==> src/verilog/bpl_pkg.sv <==
// package: register offsets, reset values and carrier types for the byte port block
package bpl_pkg;
  // ------------------------------------------------------------
  // register page and offsets
  // ------------------------------------------------------------
  localparam logic [7:0] PAGE_HIGH = 8'h0f;
  localparam logic [7:0] OFS_P3_LATCH = 8'hb0;
  localparam logic [7:0] OFS_P4_LATCH = 8'hc8;
  localparam logic [7:0] OFS_P5_LATCH = 8'hd8;
  localparam logic [7:0] OFS_P6_LATCH = 8'he8;
  localparam logic [7:0] OFS_P7_LATCH = 8'hf8;
  localparam logic [7:0] OFS_P3_MODE = 8'ha7;
  localparam logic [7:0] OFS_P4_MODE = 8'h9c;
  localparam logic [7:0] OFS_P5_MODE = 8'h9d;
  localparam logic [7:0] OFS_P6_MODE = 8'h9e;
  localparam logic [7:0] OFS_P7_MODE = 8'h9f;
  // ------------------------------------------------------------
  // reset values and field masks
  // ------------------------------------------------------------
  localparam logic [7:0] LATCH_RESET = 8'hff;
  localparam logic [7:0] MODE_RESET = 8'h00;
  localparam logic [7:0] P4_PIN_MASK = 8'he0;
  localparam int NUM_PORTS = 5;
  localparam int P4_IDX = 1;
  localparam int P5_IDX = 2;
  localparam int P6_IDX = 3;
  localparam int P7_IDX = 4;
  localparam int P4_WR_BIT = 7;
  localparam int P4_RD_BIT = 6;
  localparam int P4_ALE_BIT = 5;

  // ------------------------------------------------------------
  // carriers
  // ------------------------------------------------------------
  typedef struct packed {
    logic wr;
    logic rd;
    logic rmw;
    logic [7:0] addr;
    logic [7:0] page;
    logic [7:0] wdata;
  } bpl_bus_s;

  typedef struct packed {
    logic active;
    logic is_read;
    logic muxed;
    logic [15:0] addr;
    logic [7:0] wdata;
    logic wr_strobe_n;
    logic rd_strobe_n;
    logic ale;
  } bpl_external_memory_interface_s;
endpackage

==> src/verilog/bpl_port.sv <==
// module: latch, drive mode, pull-up and pin logic for the third to seventh ports
`timescale 1ns/1ps
// Overview of operation
// [RL1] latch 0 drives low; latch 1 drives high only with push-pull, else released
// [RL2] normal port read returns synchronised live pin levels
// [RL3] read phase of read-modify-write returns stored latch contents
// [RL4] push-pull drives low for 0 and high for 1
// [RL5] open-drain drives low for 0 and floats for 1
// [RL6] drive-mode bit 0 open-drain, 1 push-pull; all clear on reset
// [RL7] software makes an input by open-drain plus latch 1
// [RL8] pull-ups on by default; global disable turns all off
// [RL9] pull-up off on any pin being driven low
// [RL10] external memory interface overrides latches on high ports during moves
// [RL11] drive modes unchanged by interface; reads release the data bus
// [RL12] fourth port has bits 7..5 only; low bits fixed by software
// [RL13] high port registers need register page 0x0f selected
// [RL14] registers and input paths work even without pins
// [RL15] interface may drive write, read and latch strobes on fourth port
// [RL16] address high and low on fifth and sixth ports, per mux mode
// [RL17] software should keep unpinned inputs from floating
module bpl_port
(
  input wire logic sys_clk,
  input wire logic rst,
  input wire logic clk_en,
  input wire bpl_pkg::bpl_bus_s bus,
  output logic [7:0] rdata,
  output logic rdata_hit,
  input wire logic global_pullup_disable,
  input wire logic external_memory_interface_on_high_ports,
  input wire bpl_pkg::bpl_external_memory_interface_s external_memory_interface,
  input wire logic [39:0] pin_in,
  output logic [39:0] pin_out,
  output logic [39:0] pin_oe,
  output logic [39:0] pin_pullup_en
);
  // ------------------------------------------------------------
  // register state
  // ------------------------------------------------------------
  logic [7:0] latch [bpl_pkg::NUM_PORTS];
  logic [7:0] next_latch [bpl_pkg::NUM_PORTS];
  logic [7:0] mode [bpl_pkg::NUM_PORTS];
  logic [7:0] next_mode [bpl_pkg::NUM_PORTS];
  logic [39:0] pin_meta;
  logic [39:0] pin_sync;
  logic [7:0] next_rdata;
  logic next_rdata_hit;
  logic [7:0] lat_ofs [bpl_pkg::NUM_PORTS];
  logic [7:0] mod_ofs [bpl_pkg::NUM_PORTS];
  logic [39:0] drv_val;
  logic [39:0] drv_pp;
  logic [39:0] external_memory_interface_own;
  logic [39:0] external_memory_interface_val;
  logic [39:0] external_memory_interface_release;
  logic [39:0] eff_out;
  logic [39:0] eff_oe;
  logic page_ok [bpl_pkg::NUM_PORTS];
  logic lat_sel [bpl_pkg::NUM_PORTS];
  logic mod_sel [bpl_pkg::NUM_PORTS];
  logic [7:0] lat_rd [bpl_pkg::NUM_PORTS];
  logic [39:0] next_pin_meta;
  logic [39:0] next_pin_sync;
  logic dbus_own;
  logic [7:0] dbus_val;
  logic dbus_release;

  assign lat_ofs[0] = bpl_pkg::OFS_P3_LATCH;
  assign lat_ofs[1] = bpl_pkg::OFS_P4_LATCH;
  assign lat_ofs[2] = bpl_pkg::OFS_P5_LATCH;
  assign lat_ofs[3] = bpl_pkg::OFS_P6_LATCH;
  assign lat_ofs[4] = bpl_pkg::OFS_P7_LATCH;
  assign mod_ofs[0] = bpl_pkg::OFS_P3_MODE;
  assign mod_ofs[1] = bpl_pkg::OFS_P4_MODE;
  assign mod_ofs[2] = bpl_pkg::OFS_P5_MODE;
  assign mod_ofs[3] = bpl_pkg::OFS_P6_MODE;
  assign mod_ofs[4] = bpl_pkg::OFS_P7_MODE;

  // ------------------------------------------------------------
  // address decode and read-back source, per port
  // ------------------------------------------------------------
  // decoded once so the write and read paths cannot disagree on a hit
  genvar gd;
  generate
    for (gd = 0; gd < bpl_pkg::NUM_PORTS; gd++)
    begin : g_dec
      // the third port latch is visible on every page; the rest need the high page
      assign page_ok[gd] = (gd == 0) ? 1'b1 : (bus.page == bpl_pkg::PAGE_HIGH); // RL13
      assign lat_sel[gd] = (bus.addr == lat_ofs[gd]) && page_ok[gd];
      // drive-mode registers, the third port's too, sit on the high page only
      assign mod_sel[gd] = (bus.addr == mod_ofs[gd]) && (bus.page == bpl_pkg::PAGE_HIGH);

      always_comb
      begin
        if (bus.rmw)
        begin
          lat_rd[gd] = latch[gd]; // RL3
        end
        else if (gd == bpl_pkg::P4_IDX)
        begin
          // unimplemented low pins read as ones, matching what software writes
          lat_rd[gd] = pin_sync[gd*8 +: 8] | ~bpl_pkg::P4_PIN_MASK; // RL12
        end
        else
        begin
          lat_rd[gd] = pin_sync[gd*8 +: 8]; // RL2
        end
      end

      assign drv_val[gd*8 +: 8] = latch[gd];
      assign drv_pp[gd*8 +: 8] = mode[gd];
    end
  endgenerate

  // ------------------------------------------------------------
  // register writes, per port
  // ------------------------------------------------------------
  genvar gp;
  generate
    for (gp = 0; gp < bpl_pkg::NUM_PORTS; gp++)
    begin : g_reg
      always_comb
      begin
        next_latch[gp] = latch[gp];
        next_mode[gp] = mode[gp];
        if (bus.wr && lat_sel[gp])
        begin
          next_latch[gp] = bus.wdata; // RL1
        end
        if (bus.wr && mod_sel[gp])
        begin
          next_mode[gp] = bus.wdata; // RL6
        end
      end

      always_ff @(posedge sys_clk)
      begin
        if (rst)
        begin
          latch[gp] <= bpl_pkg::LATCH_RESET;
          mode[gp] <= bpl_pkg::MODE_RESET; // RL6
        end
        // frozen while clk_en is low, so a held request does not land
        else if (clk_en)
        begin
          latch[gp] <= next_latch[gp];
          mode[gp] <= next_mode[gp];
        end
      end
    end
  endgenerate

  // ------------------------------------------------------------
  // pin input synchroniser
  // ------------------------------------------------------------
  // input paths stay live even on unpinned ports
  always_comb
  begin
    next_pin_meta = pin_in;
    next_pin_sync = pin_meta;
  end

  always_ff @(posedge sys_clk)
  begin
    // cleared, so pins read low until two edges after release
    if (rst)
    begin
      pin_meta <= 40'h0;
      pin_sync <= 40'h0;
    end
    else if (clk_en)
    begin
      pin_meta <= next_pin_meta;
      pin_sync <= next_pin_sync; // RL14
    end
  end

  // ------------------------------------------------------------
  // register read
  // ------------------------------------------------------------
  always_comb
  begin
    next_rdata = 8'h00;
    next_rdata_hit = 1'b0;
    for (int i = 0; i < bpl_pkg::NUM_PORTS; i++)
    begin
      if (bus.rd && lat_sel[i])
      begin
        next_rdata_hit = 1'b1;
        next_rdata = lat_rd[i];
      end
      if (bus.rd && mod_sel[i])
      begin
        next_rdata_hit = 1'b1;
        next_rdata = mode[i];
      end
    end
  end

  // ------------------------------------------------------------
  // read data register
  // ------------------------------------------------------------
  // unmapped reads return zero with the hit flag low
  always_ff @(posedge sys_clk)
  begin
    if (rst)
    begin
      rdata <= 8'h00;
      rdata_hit <= 1'b0;
    end
    else if (clk_en)
    begin
      rdata <= next_rdata;
      rdata_hit <= next_rdata_hit;
    end
  end

  // ------------------------------------------------------------
  // external memory interface override
  // ------------------------------------------------------------
  always_comb
  begin
    external_memory_interface_own = 40'h0;
    external_memory_interface_val = 40'h0;
    external_memory_interface_release = 40'h0;
    if (external_memory_interface_on_high_ports && external_memory_interface.active)
    begin
      external_memory_interface_own[bpl_pkg::P4_IDX*8+bpl_pkg::P4_WR_BIT] = 1'b1; // RL15
      external_memory_interface_own[bpl_pkg::P4_IDX*8+bpl_pkg::P4_RD_BIT] = 1'b1;
      external_memory_interface_own[bpl_pkg::P4_IDX*8+bpl_pkg::P4_ALE_BIT] = 1'b1;
      external_memory_interface_val[bpl_pkg::P4_IDX*8+bpl_pkg::P4_WR_BIT] = external_memory_interface.wr_strobe_n;
      external_memory_interface_val[bpl_pkg::P4_IDX*8+bpl_pkg::P4_RD_BIT] = external_memory_interface.rd_strobe_n;
      external_memory_interface_val[bpl_pkg::P4_IDX*8+bpl_pkg::P4_ALE_BIT] = external_memory_interface.ale;
      external_memory_interface_own[bpl_pkg::P6_IDX*8 +: 8] = 8'hff; // RL16
      if (external_memory_interface.muxed)
      begin
        external_memory_interface_val[bpl_pkg::P6_IDX*8 +: 8] = external_memory_interface.addr[15:8]; // RL16
      end
      else
      begin
        external_memory_interface_own[bpl_pkg::P5_IDX*8 +: 8] = 8'hff;
        external_memory_interface_val[bpl_pkg::P5_IDX*8 +: 8] = external_memory_interface.addr[15:8]; // RL16
        external_memory_interface_val[bpl_pkg::P6_IDX*8 +: 8] = external_memory_interface.addr[7:0];
      end
    end
    external_memory_interface_own[bpl_pkg::P7_IDX*8 +: 8] = {8{dbus_own}}; // RL10
    external_memory_interface_val[bpl_pkg::P7_IDX*8 +: 8] = dbus_val;
    external_memory_interface_release[bpl_pkg::P7_IDX*8 +: 8] = {8{dbus_release}};
  end

  // ------------------------------------------------------------
  // external memory interface data bus on the seventh port
  // ------------------------------------------------------------
  always_comb
  begin
    dbus_own = 1'b0;
    dbus_val = 8'h00;
    dbus_release = 1'b0;
    if (external_memory_interface_on_high_ports && external_memory_interface.active)
    begin
      dbus_own = 1'b1; // RL10
      // muxed bus carries the low address while the latch strobe is high
      if (external_memory_interface.muxed && external_memory_interface.ale)
      begin
        dbus_val = external_memory_interface.addr[7:0];
      end
      else
      begin
        dbus_val = external_memory_interface.wdata;
        // a read hands the data bus to the outside device
        dbus_release = external_memory_interface.is_read; // RL11
      end
    end
  end

  // ------------------------------------------------------------
  // pin drivers and pull-ups
  // ------------------------------------------------------------
  genvar gb;
  generate
    for (gb = 0; gb < 40; gb++)
    begin : g_pin
      // the interface replaces the latch value only on pins it owns
      assign eff_out[gb] = external_memory_interface_own[gb] ? external_memory_interface_val[gb] : drv_val[gb]; // RL10

      if (gb >= bpl_pkg::P4_IDX*8 && gb < bpl_pkg::P4_IDX*8 + 5)
      begin : g_absent
        // no pad behind these bits, so never drive them
        assign eff_oe[gb] = 1'b0; // RL12
      end
      else
      begin : g_present
        // mode register still decides the high level; only a read releases
        assign eff_oe[gb] = (~eff_out[gb] | drv_pp[gb]) & ~external_memory_interface_release[gb]; // RL1 RL4 RL5 RL11
      end

      assign pin_out[gb] = eff_out[gb] & eff_oe[gb];
      assign pin_oe[gb] = eff_oe[gb];
      // pull-up released when pin driven low, so output never fights it
      assign pin_pullup_en[gb] = ~global_pullup_disable & ~(eff_oe[gb] & ~eff_out[gb]); // RL8 RL9
    end
  endgenerate
endmodule

==> config.mk <==
export PLATFORM = sky130hd
export DESIGN_NAME = bpl_port
export DESIGN_NICKNAME = d
export VERILOG_FILES = /design/src/verilog/bpl_pkg.sv /design/src/verilog/bpl_port.sv
export SDC_FILE = /design/constraint.sdc
export NUM_CORES = 1
export LEC_CHECK = 0
export BUFFER_PORTS_ARGS = -buffer_cell sky130_fd_sc_hd__buf_2
export CORE_ASPECT_RATIO = 1.1
export CORE_MARGIN = 2
export CORE_UTILIZATION = 30
export DETAILED_ROUTE_END_ITERATION = 12
export GPL_ROUTABILITY_DRIVEN = 0
export HOLD_SLACK_MARGIN = 0.03
export PLACE_DENSITY = 0.5
export SYNTH_ARGS = -nofsm -noshare
export SYNTH_HDL_FRONTEND = slang
export SYNTH_SLANG_ARGS = --single-unit
==> constraint.sdc <==
create_clock -name sys_clk -period 7 [get_ports sys_clk]
set_input_delay 0.35 -clock sys_clk [delete_from_list [all_inputs] [get_ports sys_clk]]
set_output_delay 0.35 -clock sys_clk [all_outputs]
set_load 0.02 [all_outputs]
==> results.json <==
{
  "final_core_util_pct": 38.1,
  "clkLatencyLatePin_ps": 430,
  "synth.area.top_cells": "edfxtp_1 (30%), dfxtp_1 (20%), mux2i_1 (14%)",
  "hp-start": "pin_in[2]",
  "worst_path_max_delay_cell": "nand4_1",
  "grt_busiest_layer": "met2",
  "crit_path_max_fanout": 24,
  "status": "finished, final reports clean",
  "n_fill_cell": 2722,
  "worst_pin_slew_ps": 1220,
  "rsz0062_at_grt": "no",
  "htreeDepth": 4,
  "avgSynthCellArea_um2": 10.2,
  "reg2reg_from": "latch[0][6]",
  "crit_chain": "buf_2 -> nand2_1 -> nand4_1 -> a21oi_1 -> buf_2",
  "final_hold_viol_count": 0,
  "synth-main-ff-cell": "edfxtp_1",
  "grt_pass1_vias": 6116,
  "dr.pass1.iters": 5,
  "rows": 62,
  "async_reset_ff_share_pct": 0,
  "port_buffers": 215,
  "rrSetupSlack_ps": 5190,
  "place_area_mm2": 0.00923,
  "core_area_mm2": 0.0260,
  "routedWlPerCell_um": 20.6,
  "fin_setup_tns_ps": 0,
  "cts_resized": 0,
  "yosysTopAreaCell": "edfxtp_1",
  "cts.sinks": 159,
  "cp-start-kind": "input port",
  "hold_buffers": 0,
  "numPlacedInstances": 1301,
  "final_cells": 1334,
  "timing.critical_path.mode_cell": "buf_2",
  "die-area_mm2": 0.0276,
  "arrival_ps": 2640,
  "antenna_found_initial": 0,
  "drt_iter0_markers": 500,
  "critPathCaptureType": "primary output",
  "cts_max_path_buffers": 2,
  "vias": 6486,
  "initial_core_util_pct": 30.3,
  "synthCells": 774,
  "netlist_top_cells_count": "nor2_1 (134), mux2i_1 (113), edfxtp_1 (80)",
  "die_w_um": 159,
  "yosysWarnings": 0,
  "die_h_um": 174,
  "postRouteAntennaNets": 0,
  "worstHoldEndpoint": "next_pin_sync[2]",
  "routed_wl_mm": 27.5,
  "hold-path-cell-count": 3,
  "use_met2_pct": 32.6,
  "dpl.hpwl_mm": 21.0,
  "cp.depth": 5,
  "layout.nets": 1070,
  "area.growth.synth_to_final_pct": 25.7,
  "crit_type": "input port to primary output",
  "finalSetupViolCount": 0,
  "dpl_worst_slack_ps": 3970,
  "root_buffer": "clkbuf_16",
  "final_area_mm2": 0.00991,
  "grt_pass1_wl_mm": 39.5,
  "fmax_mhz": 334,
  "grt_use_met3_pct": 3.54,
  "skew_ps": 6.52,
  "ir_drop_mv": 0.152,
  "holdWs_ps": 156,
  "finalCritPeriodShare_pct": 42.8,
  "cap_violations": 0,
  "synth.distinct_cells": 54,
  "synth_edf_count": 80,
  "rr_endpoint": "rdata[6]",
  "cts_made_buffers": 17,
  "ys_seq_area_share_pct": 50.5,
  "hp-class": "input port to register",
  "via_per_inst": 4.86,
  "syn-cell-area_mm2": 0.00788,
  "crit_buf_inv": 2,
  "drc_errors": 0,
  "finalWorstPathRequiredPeriod_ps": 2990,
  "p_leak_nw": 4.32,
  "drive_above_1_share_pct": 30.2,
  "grt_util_met1_pct": 26.7,
  "overflow": 0,
  "ff2ff_path_depth": 6,
  "synth_top_area_share_pct": 30.5,
  "cp_top_family": "simple AND/OR/NAND/NOR gates",
  "startpoint": "external_memory_interface[27]",
  "power.density_mw_per_mm2": 251,
  "cts_setup_buffers": 0,
  "track_usage_pct": 19.8,
  "clk_pin_slew_worst_paths_ps": 70,
  "postSynthRegisterBits": 159,
  "slowest_delay_ps": 920,
  "tritoncts": "done",
  "synth.most_common_cell": "nor2_1",
  "design_power_total_mw": 2.49,
  "slew_headroom_pct": 17.8,
  "grt_max_degree": 62,
  "slew_viol_final": 0,
  "setup_ws_ps": 4010,
  "critPathRequiredTime_ps": 6650,
  "ios": 231
}
==> routing by layer <==
| layer | share of wire (%) | wire length, µm |
|---|---|---|
| met1 | 45 | 12300 |
| met2 | 48 | 13300 |
| met3 | 5.5 | 1500 |
| met4 | 1.6 | 452 |
| met5 | 0 | 0 |
==> placed cells by master, fill, tap and decap left out, types with 12 or more instances in the layout <==
| cell | netlist | layout |
|---|---|---|
| nand3_1 | 15 | 15 |
| edfxtp_1 | 80 | 80 |
| buf_2 | 9 | 214 |
| nand2b_1 | 21 | 21 |
| mux2i_1 | 113 | 113 |
| or2_2 | 21 | 21 |
| dfxtp_1 | 79 | 79 |
| and2_1 | 16 | 16 |
| a22oi_1 | 13 | 13 |
| mux2_2 | 12 | 12 |
| clkbuf_16 | 0 | 20 |
| nor2b_1 | 27 | 27 |
| nor2_1 | 134 | 134 |
| a21oi_1 | 43 | 43 |
| nand2_1 | 47 | 47 |
==> layout make-up <==
| type | count | area, µm² | area share (%) |
|---|---|---|---|
| antenna | 1 | 2.50 | 0.0253 |
| clock buffer | 21 | 504 | 5.09 |
| clock inverter | 11 | 171 | 1.73 |
| inverter | 7 | 26.3 | 0.265 |
| multi-input combinational | 559 | 3630 | 36.7 |
| sequential | 159 | 3980 | 40.2 |
| tap | 352 | 440 | 4.45 |
| timing repair buffer | 224 | 1150 | 11.6 |
==> worst min-delay path: stages <==
cell     delay [ps]
buf_2            70
mux2i_1          50
nor2_1           80
==> power by group <==
part           total, mW  switching [mW]  internal, mW
Combinational      0.361           0.230         0.131
Sequential          1.08          0.0440          1.04
Clock               1.05           0.384         0.663
==> flip-flops by register name, summed over array words and instances (netlist names) <==
signal / flops
latch: 40
mode: 40
next_pin_sync: 35
pin_sync: 35
rdata: 8
rdata_hit: 1
==> logic make-up after synthesis <==
logic type | after synthesis | synth area share, %
DFF | 159 | 50.5
buffers and inverters | 65 | 4.00
AOI/OAI and AO/OA | 103 | 8.70
muxes | 125 | 16.1
other | 1 | 0.0476
and+or+nand+nor | 321 | 20.7
==> how the worst max path moves through the flow <==
stage                         to
6_report       pin_pullup_en[37]
2_1_floorplan         mode[1][0]
3_5_place_dp   pin_pullup_en[37]
3_3_place_gp          pin_oe[38]
4_1_cts        pin_pullup_en[37]
5_1_grt        pin_pullup_en[37]
Note: power is estimated with default switching activity, not from simulation.
